[src/rtl/i2c_ctrl_pkg.sv]
// Constants and types shared by the two-wire bus controller.
package i2c_ctrl_pkg;

   // ********************************************************************
   // Register map (byte addresses) and reset values
   // ********************************************************************
   localparam logic [7:0] ADDR_DIVIDER = 8'hB8;
   localparam logic [7:0] ADDR_CONTROL = 8'hBC;
   localparam logic [7:0] ADDR_DATA = 8'hC0;
   localparam logic [7:0] ADDR_OWN = 8'hC4;
   localparam logic [7:0] ADDR_STATUS = 8'hC8;
   localparam logic [7:0] RST_DATA = 8'hFF;
   localparam logic [7:0] RST_OWN = 8'hFE;
   localparam logic [7:0] BYTE_ONES = 8'hFF;
   localparam logic [7:0] READ_ZERO = 8'h00;

   // ********************************************************************
   // Field positions
   // ********************************************************************
   localparam int CTL_DONE = 7;
   localparam int CTL_ACK = 6;
   localparam int CTL_STA = 5;
   localparam int CTL_STO = 4;
   localparam int CTL_EN = 2;
   localparam int CTL_IE = 0;
   localparam int PS_MSB = 1;
   localparam int PS_LSB = 0;
   localparam int GCE_BIT = 0;
   localparam int HTRANS_ACTIVE = 1;
   localparam logic [6:0] GENERAL_CALL = 7'h00;

   // ********************************************************************
   // Bit timing
   // ********************************************************************
   localparam int CNT_W = 15;
   localparam logic [CNT_W-1:0] HALF_BASE = 15'h0008;
   localparam logic [3:0] BITS_PER_BYTE = 4'h8;

   // ********************************************************************
   // Status codes
   // ********************************************************************
   localparam logic [7:0] ST_START = 8'h08;
   localparam logic [7:0] ST_REP_START = 8'h10;
   localparam logic [7:0] ST_MT_SLA_ACK = 8'h18;
   localparam logic [7:0] ST_MT_SLA_NACK = 8'h20;
   localparam logic [7:0] ST_MT_DATA_ACK = 8'h28;
   localparam logic [7:0] ST_MT_DATA_NACK = 8'h30;
   localparam logic [7:0] ST_ARB_LOST = 8'h38;
   localparam logic [7:0] ST_MR_SLA_ACK = 8'h40;
   localparam logic [7:0] ST_MR_SLA_NACK = 8'h48;
   localparam logic [7:0] ST_MR_DATA_ACK = 8'h50;
   localparam logic [7:0] ST_MR_DATA_NACK = 8'h58;
   localparam logic [7:0] ST_SR_SLA = 8'h60;
   localparam logic [7:0] ST_SR_SLA_ARB = 8'h68;
   localparam logic [7:0] ST_SR_GC = 8'h70;
   localparam logic [7:0] ST_SR_GC_ARB = 8'h78;
   localparam logic [7:0] ST_SR_DATA_ACK = 8'h80;
   localparam logic [7:0] ST_SR_DATA_NACK = 8'h88;
   localparam logic [7:0] ST_SR_GCD_ACK = 8'h90;
   localparam logic [7:0] ST_SR_GCD_NACK = 8'h98;
   localparam logic [7:0] ST_ST_SLA = 8'hA8;
   localparam logic [7:0] ST_ST_SLA_ARB = 8'hB0;
   localparam logic [7:0] ST_ST_DATA_ACK = 8'hB8;
   localparam logic [7:0] ST_ST_DATA_NACK = 8'hC0;
   localparam logic [7:0] ST_NONE = 8'hF8;

   typedef enum logic [1:0] {ROLE_IDLE, ROLE_MASTER, ROLE_SLAVE} role_t;
   typedef enum logic [2:0] {
      MP_IDLE, MP_START, MP_RS_LOW, MP_RS_HIGH, MP_STOP_LOW,
      MP_STOP_HIGH, MP_BYTE
   } mphase_t;

endpackage : i2c_ctrl_pkg

[src/rtl/i2c_arbitration_control.sv]
// Two-wire bus master/slave controller with an AHB-Lite register port.
//
// How it works
// - Direction change uses repeated START, keeps bus.
// - Driving one while seeing zero: lose, release.
// - Lost in address: become slave, compare address.
// - Lost, unaddressed: idle slave or retry START.
// - Identical contending transfers flag no loss.
// - Eight-bit divider sets master bus clock.
// - Job-done flag set on completion; interrupt.
// - Job-done flag holds clock line low unless set by arbitration loss or refused slave byte.
// - Writing one clears flag, as does an unmatched address after a START seen as slave; resumes bus.
// - Acknowledge enable makes address/data acknowledges.
// - Acknowledge enable cleared ignores own address.
// - START request waits for free bus.
// - STOP request as master sends STOP, self-clears.
// - STOP request as slave releases lines, recovers.
// - Data write without flag sets collision flag.
// - Enable bit owns pins; clearing aborts transfer.
// - Control bit one reads zero.
// - Interrupt request high while flag and enables.
// - Prescaler scales divider term by 1, 4, 16, 64.
// - Own-address LSB enables general call recognition.
`timescale 1ns/1ps

module i2c_arbitration_control
   import i2c_ctrl_pkg::*;
(
   input wire logic hclk,
   input wire logic hresetn,
   input wire logic hsel,
   input wire logic [7:0] haddr,
   input wire logic [1:0] htrans,
   input wire logic hwrite,
   input wire logic [2:0] hsize,
   input wire logic hready,
   input wire logic [31:0] hwdata,
   output logic [31:0] hrdata,
   output logic hreadyout,
   output logic hresp,
   input wire logic scl_in,
   output logic scl_out,
   output logic scl_oe,
   input wire logic sda_in,
   output logic sda_out,
   output logic sda_oe,
   input wire logic global_irq_enable,
   output logic irq
);

   // ********************************************************************
   // State
   // ********************************************************************
   typedef struct packed {
      role_t role;
      mphase_t mph;
      logic [CNT_W-1:0] cnt;
      logic scl_oe, sda_oe, scl_q, sda_q, busy;
      logic [7:0] divider, data, own_addr, shreg, status, rdata;
      logic [1:0] presc;
      logic done, ack_en, sta, sto, wc, en, ie;
      logic active, tx, is_addr, rd_dir, arb_lost, gc, rep, ackbit;
      logic [3:0] bitcnt;
      logic dp_wr;
      logic [7:0] dp_addr;
   } state_t;

   state_t s, n;
   logic rise, fall, start_det, stop_det, go, ack, addr_hit, tick;
   logic [CNT_W-1:0] half;

   // ********************************************************************
   // Functions
   // ********************************************************************
   // The prescaler multiplies the divider by 4 to the power of its code.
   function automatic logic [CNT_W-1:0] half_period(input logic [7:0] d,
                                                    input logic [1:0] p);
      return HALF_BASE + ({7'h00, d} << {p, 1'b0});
   endfunction : half_period

   function automatic logic [7:0] byte_status(input logic master,
      input logic addr, input logic rd, input logic tx, input logic gc,
      input logic arb, input logic ok);
      if (master) begin
         if (addr) begin
            if (rd)
               return ok ? ST_MR_SLA_ACK : ST_MR_SLA_NACK;
            return ok ? ST_MT_SLA_ACK : ST_MT_SLA_NACK;
         end
         if (tx)
            return ok ? ST_MT_DATA_ACK : ST_MT_DATA_NACK;
         return ok ? ST_MR_DATA_ACK : ST_MR_DATA_NACK;
      end
      if (addr) begin
         if (rd)
            return arb ? ST_ST_SLA_ARB : ST_ST_SLA;
         if (gc)
            return arb ? ST_SR_GC_ARB : ST_SR_GC;
         return arb ? ST_SR_SLA_ARB : ST_SR_SLA;
      end
      if (tx)
         return ok ? ST_ST_DATA_ACK : ST_ST_DATA_NACK;
      if (gc)
         return ok ? ST_SR_GCD_ACK : ST_SR_GCD_NACK;
      return ok ? ST_SR_DATA_ACK : ST_SR_DATA_NACK;
   endfunction : byte_status

   function automatic logic [7:0] read_reg(input logic [7:0] a,
                                           input state_t v);
      logic [7:0] r;
      r = READ_ZERO;
      case (a)
         ADDR_DIVIDER: r = v.divider;
         ADDR_CONTROL: r = {v.done, v.ack_en, v.sta, v.sto, v.wc, v.en,
                            1'b0, v.ie};
         ADDR_DATA: r = v.data;
         ADDR_OWN: r = v.own_addr;
         ADDR_STATUS: r = {v.done ? v.status[7:3] : ST_NONE[7:3], 1'b0,
                           v.presc};
         default: r = READ_ZERO;
      endcase
      return r;
   endfunction : read_reg

   // ********************************************************************
   // Next state
   // ********************************************************************
   always_comb begin
      n = s;
      rise = ~s.scl_q & scl_in;
      fall = s.scl_q & ~scl_in;
      start_det = s.scl_q & scl_in & s.sda_q & ~sda_in;
      stop_det = s.scl_q & scl_in & ~s.sda_q & sda_in;
      half = half_period(s.divider, s.presc);
      tick = (s.cnt >= half);
      ack = ~s.ackbit;
      addr_hit = 1'b0;
      go = 1'b0;
      n.scl_q = scl_in;
      n.sda_q = sda_in;

      if (s.dp_wr) begin
         case (s.dp_addr)
            ADDR_DIVIDER: n.divider = hwdata[7:0];
            ADDR_CONTROL: begin
               go = hwdata[CTL_DONE] & s.done;
               n.ack_en = hwdata[CTL_ACK];
               n.sta = hwdata[CTL_STA];
               n.sto = hwdata[CTL_STO];
               n.en = hwdata[CTL_EN];
               n.ie = hwdata[CTL_IE];
            end
            ADDR_DATA: begin
               if (s.done) begin
                  n.data = hwdata[7:0];
                  n.wc = 1'b0;
               end else begin
                  n.wc = 1'b1;
               end
            end
            ADDR_OWN: n.own_addr = hwdata[7:0];
            ADDR_STATUS: n.presc = hwdata[PS_MSB:PS_LSB];
            default: ;
         endcase
      end
      if (go)
         n.done = 1'b0;
      if (start_det)
         n.busy = 1'b1;
      if (stop_det)
         n.busy = 1'b0;
      // A START seen while enabled and not master restarts address reception.
      if (start_det && s.role != ROLE_MASTER && s.en) begin
         n.role = ROLE_SLAVE;
         n.active = 1'b1;
         n.bitcnt = '0;
         n.tx = 1'b0;
         n.is_addr = 1'b1;
         n.arb_lost = 1'b0;
         n.sda_oe = 1'b0;
         n.scl_oe = 1'b0;
      end else if (stop_det && s.role == ROLE_SLAVE) begin
         n.role = ROLE_IDLE;
         n.active = 1'b0;
         n.sda_oe = 1'b0;
      end
      if (go) begin
         if (n.sto && s.role != ROLE_MASTER) begin
            n.sto = 1'b0;
            n.role = ROLE_IDLE;
            n.active = 1'b0;
            n.scl_oe = 1'b0;
            n.sda_oe = 1'b0;
         end else if (s.role == ROLE_MASTER && n.sta) begin
            n.mph = MP_RS_LOW;
            n.sda_oe = 1'b0;
            n.cnt = '0;
         end else if (s.role == ROLE_MASTER && n.sto) begin
            n.mph = MP_STOP_LOW;
            n.sda_oe = 1'b1;
            n.cnt = '0;
         end else if (s.role != ROLE_IDLE) begin
            n.active = 1'b1;
            n.bitcnt = '0;
            n.cnt = '0;
            n.tx = (s.role == ROLE_MASTER) ? (s.is_addr | ~s.rd_dir)
                                           : s.rd_dir;
            if (s.role == ROLE_MASTER && s.is_addr)
               n.rd_dir = s.data[0];
            n.shreg = n.tx ? s.data : BYTE_ONES;
            n.sda_oe = n.tx & ~s.data[7];
            n.scl_oe = (s.role == ROLE_MASTER);
         end
      end
      // The bus must be seen free, so a START never cuts into a frame.
      if (s.role == ROLE_IDLE && !start_det && s.sta && s.en && !s.busy &&
          !s.done) begin
         n.role = ROLE_MASTER;
         n.mph = MP_START;
         n.sda_oe = 1'b1;
         n.cnt = '0;
         n.rep = 1'b0;
      end

      // ********************************************************************
      // Master clock and condition generation
      // ********************************************************************
      if (s.role == ROLE_MASTER && !s.done) begin
         case (s.mph)
            MP_START: begin
               n.cnt = s.cnt + 1'b1;
               if (tick) begin
                  n.scl_oe = 1'b1;
                  n.done = 1'b1;
                  n.status = s.rep ? ST_REP_START : ST_START;
                  n.is_addr = 1'b1;
                  n.mph = MP_BYTE;
                  n.cnt = '0;
                  n.rep = 1'b0;
               end
            end
            MP_RS_LOW: begin
               n.cnt = s.cnt + 1'b1;
               if (tick) begin
                  n.scl_oe = 1'b0;
                  n.cnt = '0;
                  n.mph = MP_RS_HIGH;
               end
            end
            MP_RS_HIGH: begin
               if (scl_in)
                  n.cnt = s.cnt + 1'b1;
               if (scl_in && tick) begin
                  n.sda_oe = 1'b1;
                  n.cnt = '0;
                  n.rep = 1'b1;
                  n.mph = MP_START;
               end
            end
            MP_STOP_LOW: begin
               n.cnt = s.cnt + 1'b1;
               if (tick) begin
                  n.scl_oe = 1'b0;
                  n.cnt = '0;
                  n.mph = MP_STOP_HIGH;
               end
            end
            MP_STOP_HIGH: begin
               if (scl_in)
                  n.cnt = s.cnt + 1'b1;
               if (scl_in && tick) begin
                  n.sda_oe = 1'b0;
                  n.sto = 1'b0;
                  n.role = ROLE_IDLE;
                  n.mph = MP_IDLE;
               end
            end
            MP_BYTE: begin
               // Counting the high half only once the line reads high
               // lets a slow slave stretch the clock.
               if (s.active && (s.scl_oe || scl_in)) begin
                  n.cnt = s.cnt + 1'b1;
                  if (tick) begin
                     n.scl_oe = ~s.scl_oe;
                     n.cnt = '0;
                  end
               end
            end
            default: ;
         endcase
      end

      // ********************************************************************
      // Bit engine, shared by master and slave
      // ********************************************************************
      if (s.active && rise) begin
         // Equal bits on the wire never trip this, so identical
         // transfers from several masters pass unnoticed.
         if (s.role == ROLE_MASTER && s.tx && s.bitcnt < BITS_PER_BYTE &&
             !s.sda_oe && !sda_in) begin
            n.mph = MP_IDLE;
            n.scl_oe = 1'b0;
            n.arb_lost = 1'b1;
            if (s.is_addr) begin
               n.role = ROLE_SLAVE;
               n.tx = 1'b0;
            end else begin
               n.role = ROLE_IDLE;
               n.active = 1'b0;
               n.done = 1'b1;
               n.status = ST_ARB_LOST;
            end
         end
         if (s.bitcnt < BITS_PER_BYTE)
            n.shreg = {s.shreg[6:0], sda_in};
         else
            n.ackbit = sda_in;
         n.bitcnt = s.bitcnt + 1'b1;
      end
      if (s.active && fall && n.active) begin
         if (s.bitcnt < BITS_PER_BYTE) begin
            n.sda_oe = s.tx & ~s.shreg[7];
         end else if (s.bitcnt == BITS_PER_BYTE) begin
            if (s.role == ROLE_SLAVE && s.is_addr) begin
               n.gc = (s.shreg[7:1] == GENERAL_CALL);
               addr_hit = s.ack_en & ((s.shreg[7:1] == s.own_addr[7:1]) |
                  (s.own_addr[GCE_BIT] & n.gc));
               n.rd_dir = s.shreg[0];
               n.sda_oe = addr_hit;
               if (!addr_hit) begin
                  n.role = ROLE_IDLE;
                  n.active = 1'b0;
                  n.done = s.arb_lost;
                  n.status = ST_ARB_LOST;
               end
            end else begin
               n.sda_oe = ~s.tx & s.ack_en;
            end
         end else begin
            n.active = 1'b0;
            n.done = 1'b1;
            n.sda_oe = 1'b0;
            n.is_addr = 1'b0;
            n.status = byte_status(s.role == ROLE_MASTER, s.is_addr,
                                   s.rd_dir, s.tx, s.gc, s.arb_lost, ack);
            if (!s.tx)
               n.data = s.shreg;
            // A refused byte ends the slave's part in the frame.
            if (s.role == ROLE_SLAVE && !s.is_addr && !ack)
               n.role = ROLE_IDLE;
            else
               n.scl_oe = 1'b1;
         end
      end
      if (!n.en) begin
         n.role = ROLE_IDLE;
         n.mph = MP_IDLE;
         n.active = 1'b0;
         n.scl_oe = 1'b0;
         n.sda_oe = 1'b0;
      end
      n.dp_wr = hsel & hready & htrans[HTRANS_ACTIVE] & hwrite;
      n.dp_addr = haddr;
      // Reading the next state makes a read right after a write current.
      if (hsel && hready && htrans[HTRANS_ACTIVE] && !hwrite)
         n.rdata = read_reg(haddr, n);
   end

   always_ff @(posedge hclk or negedge hresetn) begin
      if (!hresetn) begin
         s <= '0;
         s.data <= RST_DATA;
         s.own_addr <= RST_OWN;
         s.status <= ST_NONE;
         s.scl_q <= 1'b1;
         s.sda_q <= 1'b1;
      end else begin
         s <= n;
      end
   end

   // ********************************************************************
   // Outputs
   // ********************************************************************
   assign hrdata = {24'h000000, s.rdata};
   assign hreadyout = 1'b1;
   assign hresp = 1'b0;
   assign scl_out = 1'b0;
   assign sda_out = 1'b0;
   assign scl_oe = s.scl_oe;
   assign sda_oe = s.sda_oe;
   assign irq = s.done & s.ie & global_irq_enable;

endmodule : i2c_arbitration_control

[config.mk]
export PLATFORM = sky130hd
export DESIGN_NAME = i2c_arbitration_control
export DESIGN_NICKNAME = d
export VERILOG_FILES = /design/src/rtl/i2c_ctrl_pkg.sv /design/src/rtl/i2c_arbitration_control.sv
export SDC_FILE = /design/constraint.sdc
export NUM_CORES = 1
export LEC_CHECK = 0
export BUFFER_PORTS_ARGS = -buffer_cell sky130_fd_sc_hd__buf_4
export CORE_MARGIN = 2
export CORE_UTILIZATION = 40
export DETAILED_ROUTE_END_ITERATION = 16
export MAX_ROUTING_LAYER = met4
export SYNTH_ARGS = -nofsm -noshare
export SYNTH_HDL_FRONTEND = slang
export SYNTH_SLANG_ARGS = --single-unit
[constraint.sdc]
create_clock -name hclk -period 5.6 [get_ports hclk]
set_input_delay 1.12 -clock hclk [delete_from_list [all_inputs] [get_ports hclk]]
set_output_delay 1.12 -clock hclk [all_outputs]
set_load 0.05 [all_outputs]
==> results.txt, run 1 <==
status: completed
Post-CTS Hold Buffers: 0
async set-or-reset flop fraction in the synthesized netlist: 1.00
Ys Warns: 0
chip height: 132 um
final net count: 821
IO buf count: 35
worst vdd ir: 0.185 mV
Post-Route WL: 17.4 mm
Detail Placement HPWL: 13.2 mm
detailed-route via count: 5464
CP max FO: 22
Avg WL per Cell: 18.1 um
largest stage delay on the critical path: 750 ps
post-CTS setup buffer count: 0
Core Region: 0.0160 mm^2
gpl congestion: 0.956
Synth Flop Type: dfrtp_1
Total Power: 0.00153 W
Critical-path top delay cell: dfrtp_1
RSZ-0062 raised after global routing: false
post-synth top area cell: dfrtp_1
synth cell count leaders: dfrtp_1 (78), nand2_1 (72), o21ai_0 (61), nor2_1 (46), a21oi_1 (37)
synth unique cells: 74
P&R area growth vs syn: 9.38%
number of fill cells in the layout: 1578
Max Buffers Root-to-Sink: 2
Die Area: 0.0175 mm^2
drt pass-1 iters: 5
drt first-iter violations: 395
final setup vio count: 0
skew final: 9.67 ps
initial antenna violation count: 0
initial core utilization: 0.411
DR vias/cell: 5.66
EDFF count, synth: 0
GR Overflow Total: 0
final hold vios: 0
Pwr Density: 213 mW/mm^2
post_cts resized: 0
reg2reg path depth: 18
largest net degree at the start of global routing: 71
Worst Setup Start Kind: flop
register bit count reported by yosys: 100
CTS Root Cell: clkbuf_16
HP Start: s[44]$_DFF_PN1_
critical register-to-register path startpoint: s[28]$_DFF_PN0_
end of the worst hold path: s[44]$_DFF_PN1_
type of the most critical hold path: reg2reg
io pins: 92
share of the synthesized area in the top cell type: 0.297
WS Path Type: reg2reg
min Tclk post-route: 4770 ps
CTS tree: done
# DRC: 0
Chip Width: 132 um
dominant cells by area after synthesis: dfrtp_1 (30%), dfstp_2 (8.8%), o21ai_0 (4.6%)
GRT Total Usage: 0.209
cts bufs inserted: 9
vias in the first global route: 5308
Crit. End Element: flop
Fmax: 210 MHz
Mean Syn Cell Area: 9.06 um^2
row cnt: 46
Worst Max-Slew Pin Slew: 1040 ps
layout cells sized above 1: 0.154
setup TNS: 0 ps
diodes inserted: 0
final worst path period share: 0.852
Post-DRT Antenna Nets: 0
Crit path required time: 5890 ps
Worst Path Arrival: 5070 ps
Max Cap Viol: 0
synthesized instance count: 726
Max transition margin: 0.303
clock tree sinks: 100
hold path cells: 2
Max H-tree Level: 3
clock latency on the worst-skew pair: 360 ps
Worst R2R Setup Slack: 830 ps
most common cell in the netlist: dfrtp_1
Critical R2R Capture: hrdata[4]$_DFFE_PN0P_
Slew Viols, Final: 0
clock transition at the registers of the reported paths: 70 ps
Critical Path, Cell by Cell: nor2b_1 -> nand2_1 -> o21ai_0 -> ha_1 -> o2111a_1 -> and3_1 -> and3_1 -> o21ai_0 -> ha_1 -> nand4_1 -> nor4_1 -> a2111oi_0 -> buf_4 -> nand2_1 -> and4_1 -> a211oi_1 -> a221o_1 -> a221o_1
leakage power: 3.21 nW
Seq/Total Area, Yosys: 0.385
Mapped Area: 0.00658 mm^2
first-pass GRT wire length: 28.4 mm
[final cells by class]
class                   count  area (um^2)  share of cell area
inverters                  26         97.6              0.0136
multi-input cells         569         3700               0.514
clock buffers              11          264              0.0367
repair buffers             38          285              0.0397
flip-flops and latches    100         2530               0.352
clock inverters             5         50.0             0.00696
well taps                 216          270              0.0376
[worst max-delay path, delay by kind of cell (launching register included)]
kind,cells,cell delay [ps]
AO/OA/AOI/OAI,7,1920
flip-flops,1,750
adder cells (fa/ha/maj),2,550
AND/OR/NAND/NOR,8,1240
buffers and inverters,1,250
[kinds of logic (layout without fill, tap and decap cells)]
kind of cell,after synthesis,after routing,synth area share
compound gates,191,191,0.190
xor+xnor,17,17,0.0226
fa+ha+maj,24,24,0.0457
buf+inv,84,80,0.0687
flops,100,100,0.385
mux,48,48,0.0778
other cells,2,29,0.00114
simple gates,260,260,0.209
[cells in the final DEF (no fill, tap or decap), types with 12 or more instances in the layout]
cell type,synthesis,final
a21o_1,14,14
nand2_1,72,72
dfstp_2,22,22
inv_1,25,25
nand3_1,23,23
mux2i_1,23,23
ha_1,24,24
conb_1,2,29
dfrtp_1,78,78
nor3_1,12,12
o21ai_0,61,61
buf_4,36,38
and3_1,14,14
nor2_1,46,46
mux2_2,25,25
a21oi_1,37,37
nor3b_1,12,12
xnor2_1,16,16
[through the flow]
step	hold WS, ps	instances	setup WS [ps]	utilization	area (um^2)
finish	480	965	829	0.450	7190
global route	515	965	441	0.450	7190
CTS	484	965	874	0.450	7190
floorplan	451	753	1490	-	6680
detailed placement	472	949	907	0.430	6880
global placement	472	949	936	0.430	6880
[layer usage]
layer / GRT usage / part of all wire
met5: - / 0
met4: 0.0747 / 0.027
met3: 0.0323 / 0.049
met2: 0.321 / 0.46
met1: 0.281 / 0.47
[sequential cells by signal, summed over array words and instances (netlist names)]
register and count:
s 90, scl_oe 1, sda_oe 1, hrdata 8
[worst max path at each step]
stage	from	to	cells past startpoint
2_1_floorplan	s[29]$_DFF_PN0_	s[95]$_DFF_PN0_	18
3_3_place_gp	s[28]$_DFF_PN0_	hrdata[4]$_DFFE_PN0P_	18
3_5_place_dp	s[28]$_DFF_PN0_	hrdata[4]$_DFFE_PN0P_	18
4_1_cts	s[28]$_DFF_PN0_	hrdata[4]$_DFFE_PN0P_	18
5_1_grt	s[28]$_DFF_PN0_	hrdata[4]$_DFFE_PN0P_	18
6_report	s[28]$_DFF_PN0_	hrdata[4]$_DFFE_PN0P_	18
[power by group]
part           switching, W  internal (W)
Combinational      0.000100     0.0000316
Clock              0.000303      0.000349
Sequential        0.0000118      0.000738
Total              0.000415       0.00112
Note: power is estimated with default switching activity, not from simulation.
==> inputs of run 2 (changes only) <==
--- a/config.mk
+++ b/config.mk
@@ -7,9 +7,10 @@
 export LEC_CHECK = 0
 export BUFFER_PORTS_ARGS = -buffer_cell sky130_fd_sc_hd__buf_4
 export CORE_MARGIN = 2
-export CORE_UTILIZATION = 40
+export CORE_UTILIZATION = 58
 export DETAILED_ROUTE_END_ITERATION = 16
 export MAX_ROUTING_LAYER = met4
+export PLACE_DENSITY = 0.81
 export SYNTH_ARGS = -nofsm -noshare
 export SYNTH_HDL_FRONTEND = slang
 export SYNTH_SLANG_ARGS = --single-unit
==> run 2 against run 1 <==
- largest power group unchanged
- combinational power hardly changed
- cell count down 7.7%
- register-to-register slack improved by 60 ps
- hold slack improved by 14 ps
- routed wire length is 1.3% lower
==> results.txt, run 2 (synthesis gave the netlist of run 1 again) <==
max reg flops: 90
Detail Placement HPWL: 12.7 mm
vias in the first global route: 5652
skew final: 10.2 ps
GR Overflow Total: 0
Fmax: 212 MHz
cts bufs inserted: 9
CP max FO: 22
io pins: 92
final worst path period share: 0.841
cell family with most CP delay: compound AO/OA/AOI/OAI gates
initial core utilization: 0.601
Core Region: 0.0109 mm^2
Slew Viols, Final: 0
met2 Usage GRT: 0.475
Max transition margin: 0.305
initial antenna violation count: 0
row cnt: 38
Crit. End Element: flop
Pwr Density: 212 mW/mm^2
Buffers & Inverters on Critical Path: 1
clock transition at the registers of the reported paths: 70 ps
# DRC: 0
Max H-tree Level: 3
largest stage delay on the critical path: 780 ps
Worst Setup Start Kind: flop
largest net degree at the start of global routing: 73
Design Area, Final: 0.00709 mm^2
status: completed
gpl congestion: 0.977
RSZ-0062 raised after global routing: false
GRT Total Usage: 0.295
met3 Resource Use GR: 0.0379
Worst Max-Slew Pin Slew: 1030 ps
layout cells sized above 1: 0.156
drt first-iter violations: 479
commonest non-fill, non-tap cell in the layout: dfrtp_1
Critical-path top delay cell: dfrtp_1
CTS tree: done
min Tclk post-route: 4710 ps
diodes inserted: 0
IO buf count: 35
Post-DRT Antenna Nets: 0
Die Area: 0.0122 mm^2
most frequent cells in the layout: dfrtp_1 (78), nand2_1 (72), o21ai_0 (61), nor2_1 (46), buf_4 (40)
first-pass GRT wire length: 28.6 mm
GRT busiest layer: met2
clock latency on the worst-skew pair: 350 ps
post_cts resized: 0
final hold vios: 0
Worst Path Arrival: 4990 ps
DR vias/cell: 6.48
chip height: 110 um
Placed Area: 0.00680 mm^2
number of fill cells in the layout: 876
post-CTS setup buffer count: 0
drt pass-1 iters: 5
Post-Route WL: 17.2 mm
detailed-route via count: 5777
leakage power: 3.21 nW
setup TNS: 0 ps
Critical Path, Cell by Cell: nor2b_1 -> nand2_1 -> o21ai_0 -> ha_1 -> o2111a_1 -> and3_1 -> and3_1 -> o21ai_0 -> ha_1 -> nand4_1 -> nor4_1 -> a2111oi_0 -> buf_4 -> a21oi_1 -> nand2b_1 -> o31ai_1 -> a2111oi_0 -> a221o_1
clock tree sinks: 100
final setup vio count: 0
Reg with most FFs: s
P&R area growth vs syn: 7.84%
worst vdd ir: 0.155 mV
Crit path required time: 5880 ps
Post-CTS Hold Buffers: 0
Chip Width: 110 um
Avg WL per Cell: 19.3 um
WS Path Type: reg2reg
CTS Root Cell: clkbuf_16
Max Cap Viol: 0
met1 usage: 0.379
type of the most critical hold path: reg2reg
final net count: 823
Max Buffers Root-to-Sink: 2
run 2: cell count changes in the layout (fill, tap and decap cells not counted), sizes merged:
cell / delta
inv: +2
buf: +2
clkinvlp: -1
clkbuf: -1
run 2: worst reg2reg max path, stage by stage, from the launching register on:
cell	delay (ps)
dfrtp_1	780
nor2b_1	260
nand2_1	80
o21ai_0	110
ha_1	240
o2111a_1	230
and3_1	220
and3_1	160
o21ai_0	80
ha_1	320
nand4_1	110
nor4_1	80
a2111oi_0	480
buf_4	220
a21oi_1	130
nand2b_1	170
o31ai_1	90
a2111oi_0	680
a221o_1	210
run 2: final timing paths:
| check | startpoint | end | slack (ps) | cells past startpoint |
|---|---|---|---|---|
| min in group asynchronous | hresetn | s[96]$_DFF_PN0_ | 690 | 1 |
| setup / recovery | s[28]$_DFF_PN0_ | hrdata[4]$_DFFE_PN0P_ | 890 | 18 |
| max in group asynchronous | hresetn | s[16]$_DFF_PN0_ | 3680 | 2 |
| hold reg to reg | s[44]$_DFF_PN1_ | s[44]$_DFF_PN1_ | 490 | 2 |
| setup reg to reg | s[28]$_DFF_PN0_ | hrdata[4]$_DFFE_PN0P_ | 890 | 18 |
| hold / removal | s[44]$_DFF_PN1_ | s[44]$_DFF_PN1_ | 490 | 2 |
run 2: final cells by class:
cell class              count  area, um^2  share of cell area
inverters                  26        97.6              0.0138
multi-input cells         569        3700               0.521
flip-flops and latches    100        2530               0.357
clock inverters             6        53.8             0.00759
repair buffers             40         300              0.0423
clock buffers              10         239              0.0337
well taps                 140         175              0.0247
run 2: per-layer routing:
layer | routed length (um) | part of all wire
met1 | 7310 | 0.42
met2 | 8090 | 0.47
met3 | 1180 | 0.069
met4 | 622 | 0.036
met5 | 0 | 0
run 2: power breakdown:
group / internal, W / switching, W
Combinational: 0.0000317 / 0.000101
Sequential: 0.000738 / 0.0000125
Clock: 0.000324 / 0.000296
run 2: through the flow:
| step | hold slack (ps) | worst slack, ps | instances | utilization | total power [W] |
|---|---|---|---|---|---|
| after detailed placement | 479 | 1170 | 875 | 0.622 | 0.000895 |
| after global placement | 468 | 1240 | 875 | 0.622 | 0.000892 |
| after floorplan | 451 | 1490 | 753 | - | 0.000863 |
| final | 494 | 890 | 891 | 0.649 | 0.00150 |
| after global routing | 512 | 585 | 891 | 0.649 | 0.00155 |
| after CTS | 492 | 1090 | 891 | 0.649 | 0.00150 |
==> inputs of run 3 (changes only) <==
==> constraint.sdc (replaced) <==
create_clock -name hclk -period 4.7 [get_ports hclk]
set_input_delay 0.94 -clock hclk [delete_from_list [all_inputs] [get_ports hclk]]
set_output_delay 0.94 -clock hclk [all_outputs]
set_load 0.05 [all_outputs]
==> run 3 against run 2 <==
- clock skew shrank 3.5 ps
- sequential share of layout area shrank 0.26 points
- non-clock buffer count grew 4
- cell count grew 0.45%
- flip-flop and latch count is the same
- critical path type unchanged
- highest routed layer unchanged
==> results.txt, run 3 (synthesis gave the netlist of run 1 again) <==
status: completed
initial antenna violation count: 0
clock transition at the registers of the reported paths: 70 ps
Max H-tree Level: 3
switching share of total power: 0.259
DP Worst Slack: 153 ps
final hold vios: 0
gpl congestion: 0.930
Avg WL per Cell: 18.8 um
Max Cap Viol: 0
drt first-iter violations: 477
Reg with most FFs: s
chip height: 110 um
Max transition margin: 0.335
first-pass GRT wire length: 27.9 mm
DR vias/cell: 6.36
skew final: 6.73 ps
Die Area: 0.0122 mm^2
Pwr Density: 256 mW/mm^2
worst setup margin: 442 ps
Chip Width: 110 um
max reg flops: 90
commonest non-fill, non-tap cell in the layout: dfrtp_1
drt pass-1 iters: 5
layout cells sized above 1: 0.162
row cnt: 38
WS Path Type: reg2reg
Reg area: 0.00253 mm^2
initial core utilization: 0.601
Detail Placement HPWL: 12.5 mm
most frequent cells in the layout: dfrtp_1 (77), nand2_1 (72), o21ai_0 (61), nor2_1 (46), buf_4 (44)
min Tclk post-route: 4260 ps
GR Overflow Total: 0
CTS tree: done
Crit path required time: 4930 ps
Worst Setup Start Kind: flop
NetSw: 0.000474 W
Slew Viols, Final: 0
Post-DRT Antenna Nets: 0
RSZ-0062 raised after global routing: false
CTS Root Cell: clkbuf_16
leakage power: 3.24 nW
type of the most critical hold path: reg2reg
clock tree sinks: 100
Post-Route WL: 16.8 mm
final net count: 827
Total Power: 0.00183 W
Internal: 0.00135 W
largest net degree at the start of global routing: 61
GRT Total Usage: 0.290
worst vdd ir: 0.182 mV
Worst Max-Slew Pin Slew: 990 ps
CP max FO: 11
Crit. End Element: flop
number of fill cells in the layout: 894
clock latency on the worst-skew pair: 350 ps
final setup vio count: 0
Core Region: 0.0109 mm^2
IO buf count: 35
Worst Path Arrival: 4490 ps
setup TNS: 0 ps
cts bufs inserted: 9
detailed-route via count: 5696
Clock Power Share: 0.425
Fmax: 235 MHz
P&R area growth vs syn: 8.67%
final worst path period share: 0.906
vias in the first global route: 5353
sequential group share of total power: 0.488
placed cell count: 879
Cell Count, Final, Fillers Out: 895
io pins: 92
# DRC: 0
Max Buffers Root-to-Sink: 2
share of power burned in combinational logic: 0.087
diodes inserted: 0
multi-input logic area: 0.00370 mm^2
worst hold slack: 482 ps
run 3: cell types whose count changed in the layout (fill, tap and decap cells not counted):
cell / delta
a2111oi_2: +1
clkinv_2: -1
inv_8: -1
buf_4: +4
a2111oi_0: -1
dfrtp_1: -1
dfrtp_2: +1
bufinv_16: +1
clkbuf_1: +1
run 3: final cells by class:
class / count / share of cell area
clock buffer: 11 / 0.0340
clock inverter: 5 / 0.00945
inverter: 26 / 0.0137
multi-input combinational: 569 / 0.518
sequential: 100 / 0.354
tap: 140 / 0.0245
timing repair buffer: 44 / 0.0462
run 3: worst max-delay path, cell delays in order (launching register included):
cell       delay [ps]
dfrtp_1           540
nor2b_1           210
nand2_1            60
o21ai_0           110
ha_1              240
o2111a_1          210
and3_1            230
and3_1            170
o21ai_0            80
ha_1              310
nand4_1           110
nor4_1            370
a2111oi_2         120
buf_4             170
nand2_1           130
and4_1            270
a211oi_1          100
a221o_1           370
a221o_1           320
run 3: what timing repair did:
item	in CTS	in global routing
setup buffers	0	0
endpoints found under the setup margin	0	25
resized for setup	0	3
hold buffers	0	0
run 3: power by group through the flow:
| stage | Sequential [W] | Clock (W) | Combinational, W |
|---|---|---|---|
| final | 0.000892 | 0.000777 | 0.000159 |
| after global routing | 0.000894 | 0.000823 | 0.000171 |
| after CTS | 0.000892 | 0.000786 | 0.000159 |
| after detailed placement | 0.000908 | 0 | 0.000158 |
| after global placement | 0.000907 | 0 | 0.000156 |
| after floorplan | 0.000902 | 0 | 0.000126 |
run 3: per-stage QoR:
step,util,cell area (um^2)
after floorplan,-,6680
after global placement,0.625,6830
after detailed placement,0.625,6830
after CTS,0.653,7140
after global routing,0.654,7150
final,0.654,7150
run 3: final timing paths:
path / from / endpoint / slack (ps) / depth (start not counted)
min reg2reg: s[44]$_DFF_PN1_ / s[44]$_DFF_PN1_ / 480 / 2
min: s[44]$_DFF_PN1_ / s[44]$_DFF_PN1_ / 480 / 2
max: s[28]$_DFF_PN0_ / hrdata[4]$_DFFE_PN0P_ / 440 / 18
min in group asynchronous: hresetn / s[84]$_DFF_PN0_ / 660 / 1
max in group asynchronous: hresetn / s[29]$_DFF_PN0_ / 2960 / 2
max reg2reg: s[28]$_DFF_PN0_ / hrdata[4]$_DFFE_PN0P_ / 440 / 18
run 3: per-layer routing:
layer  GRT usage  part of all wire
met2       0.440              0.46
met4      0.0925             0.019
met1       0.411              0.44
met5           -                 0
met3      0.0329             0.074
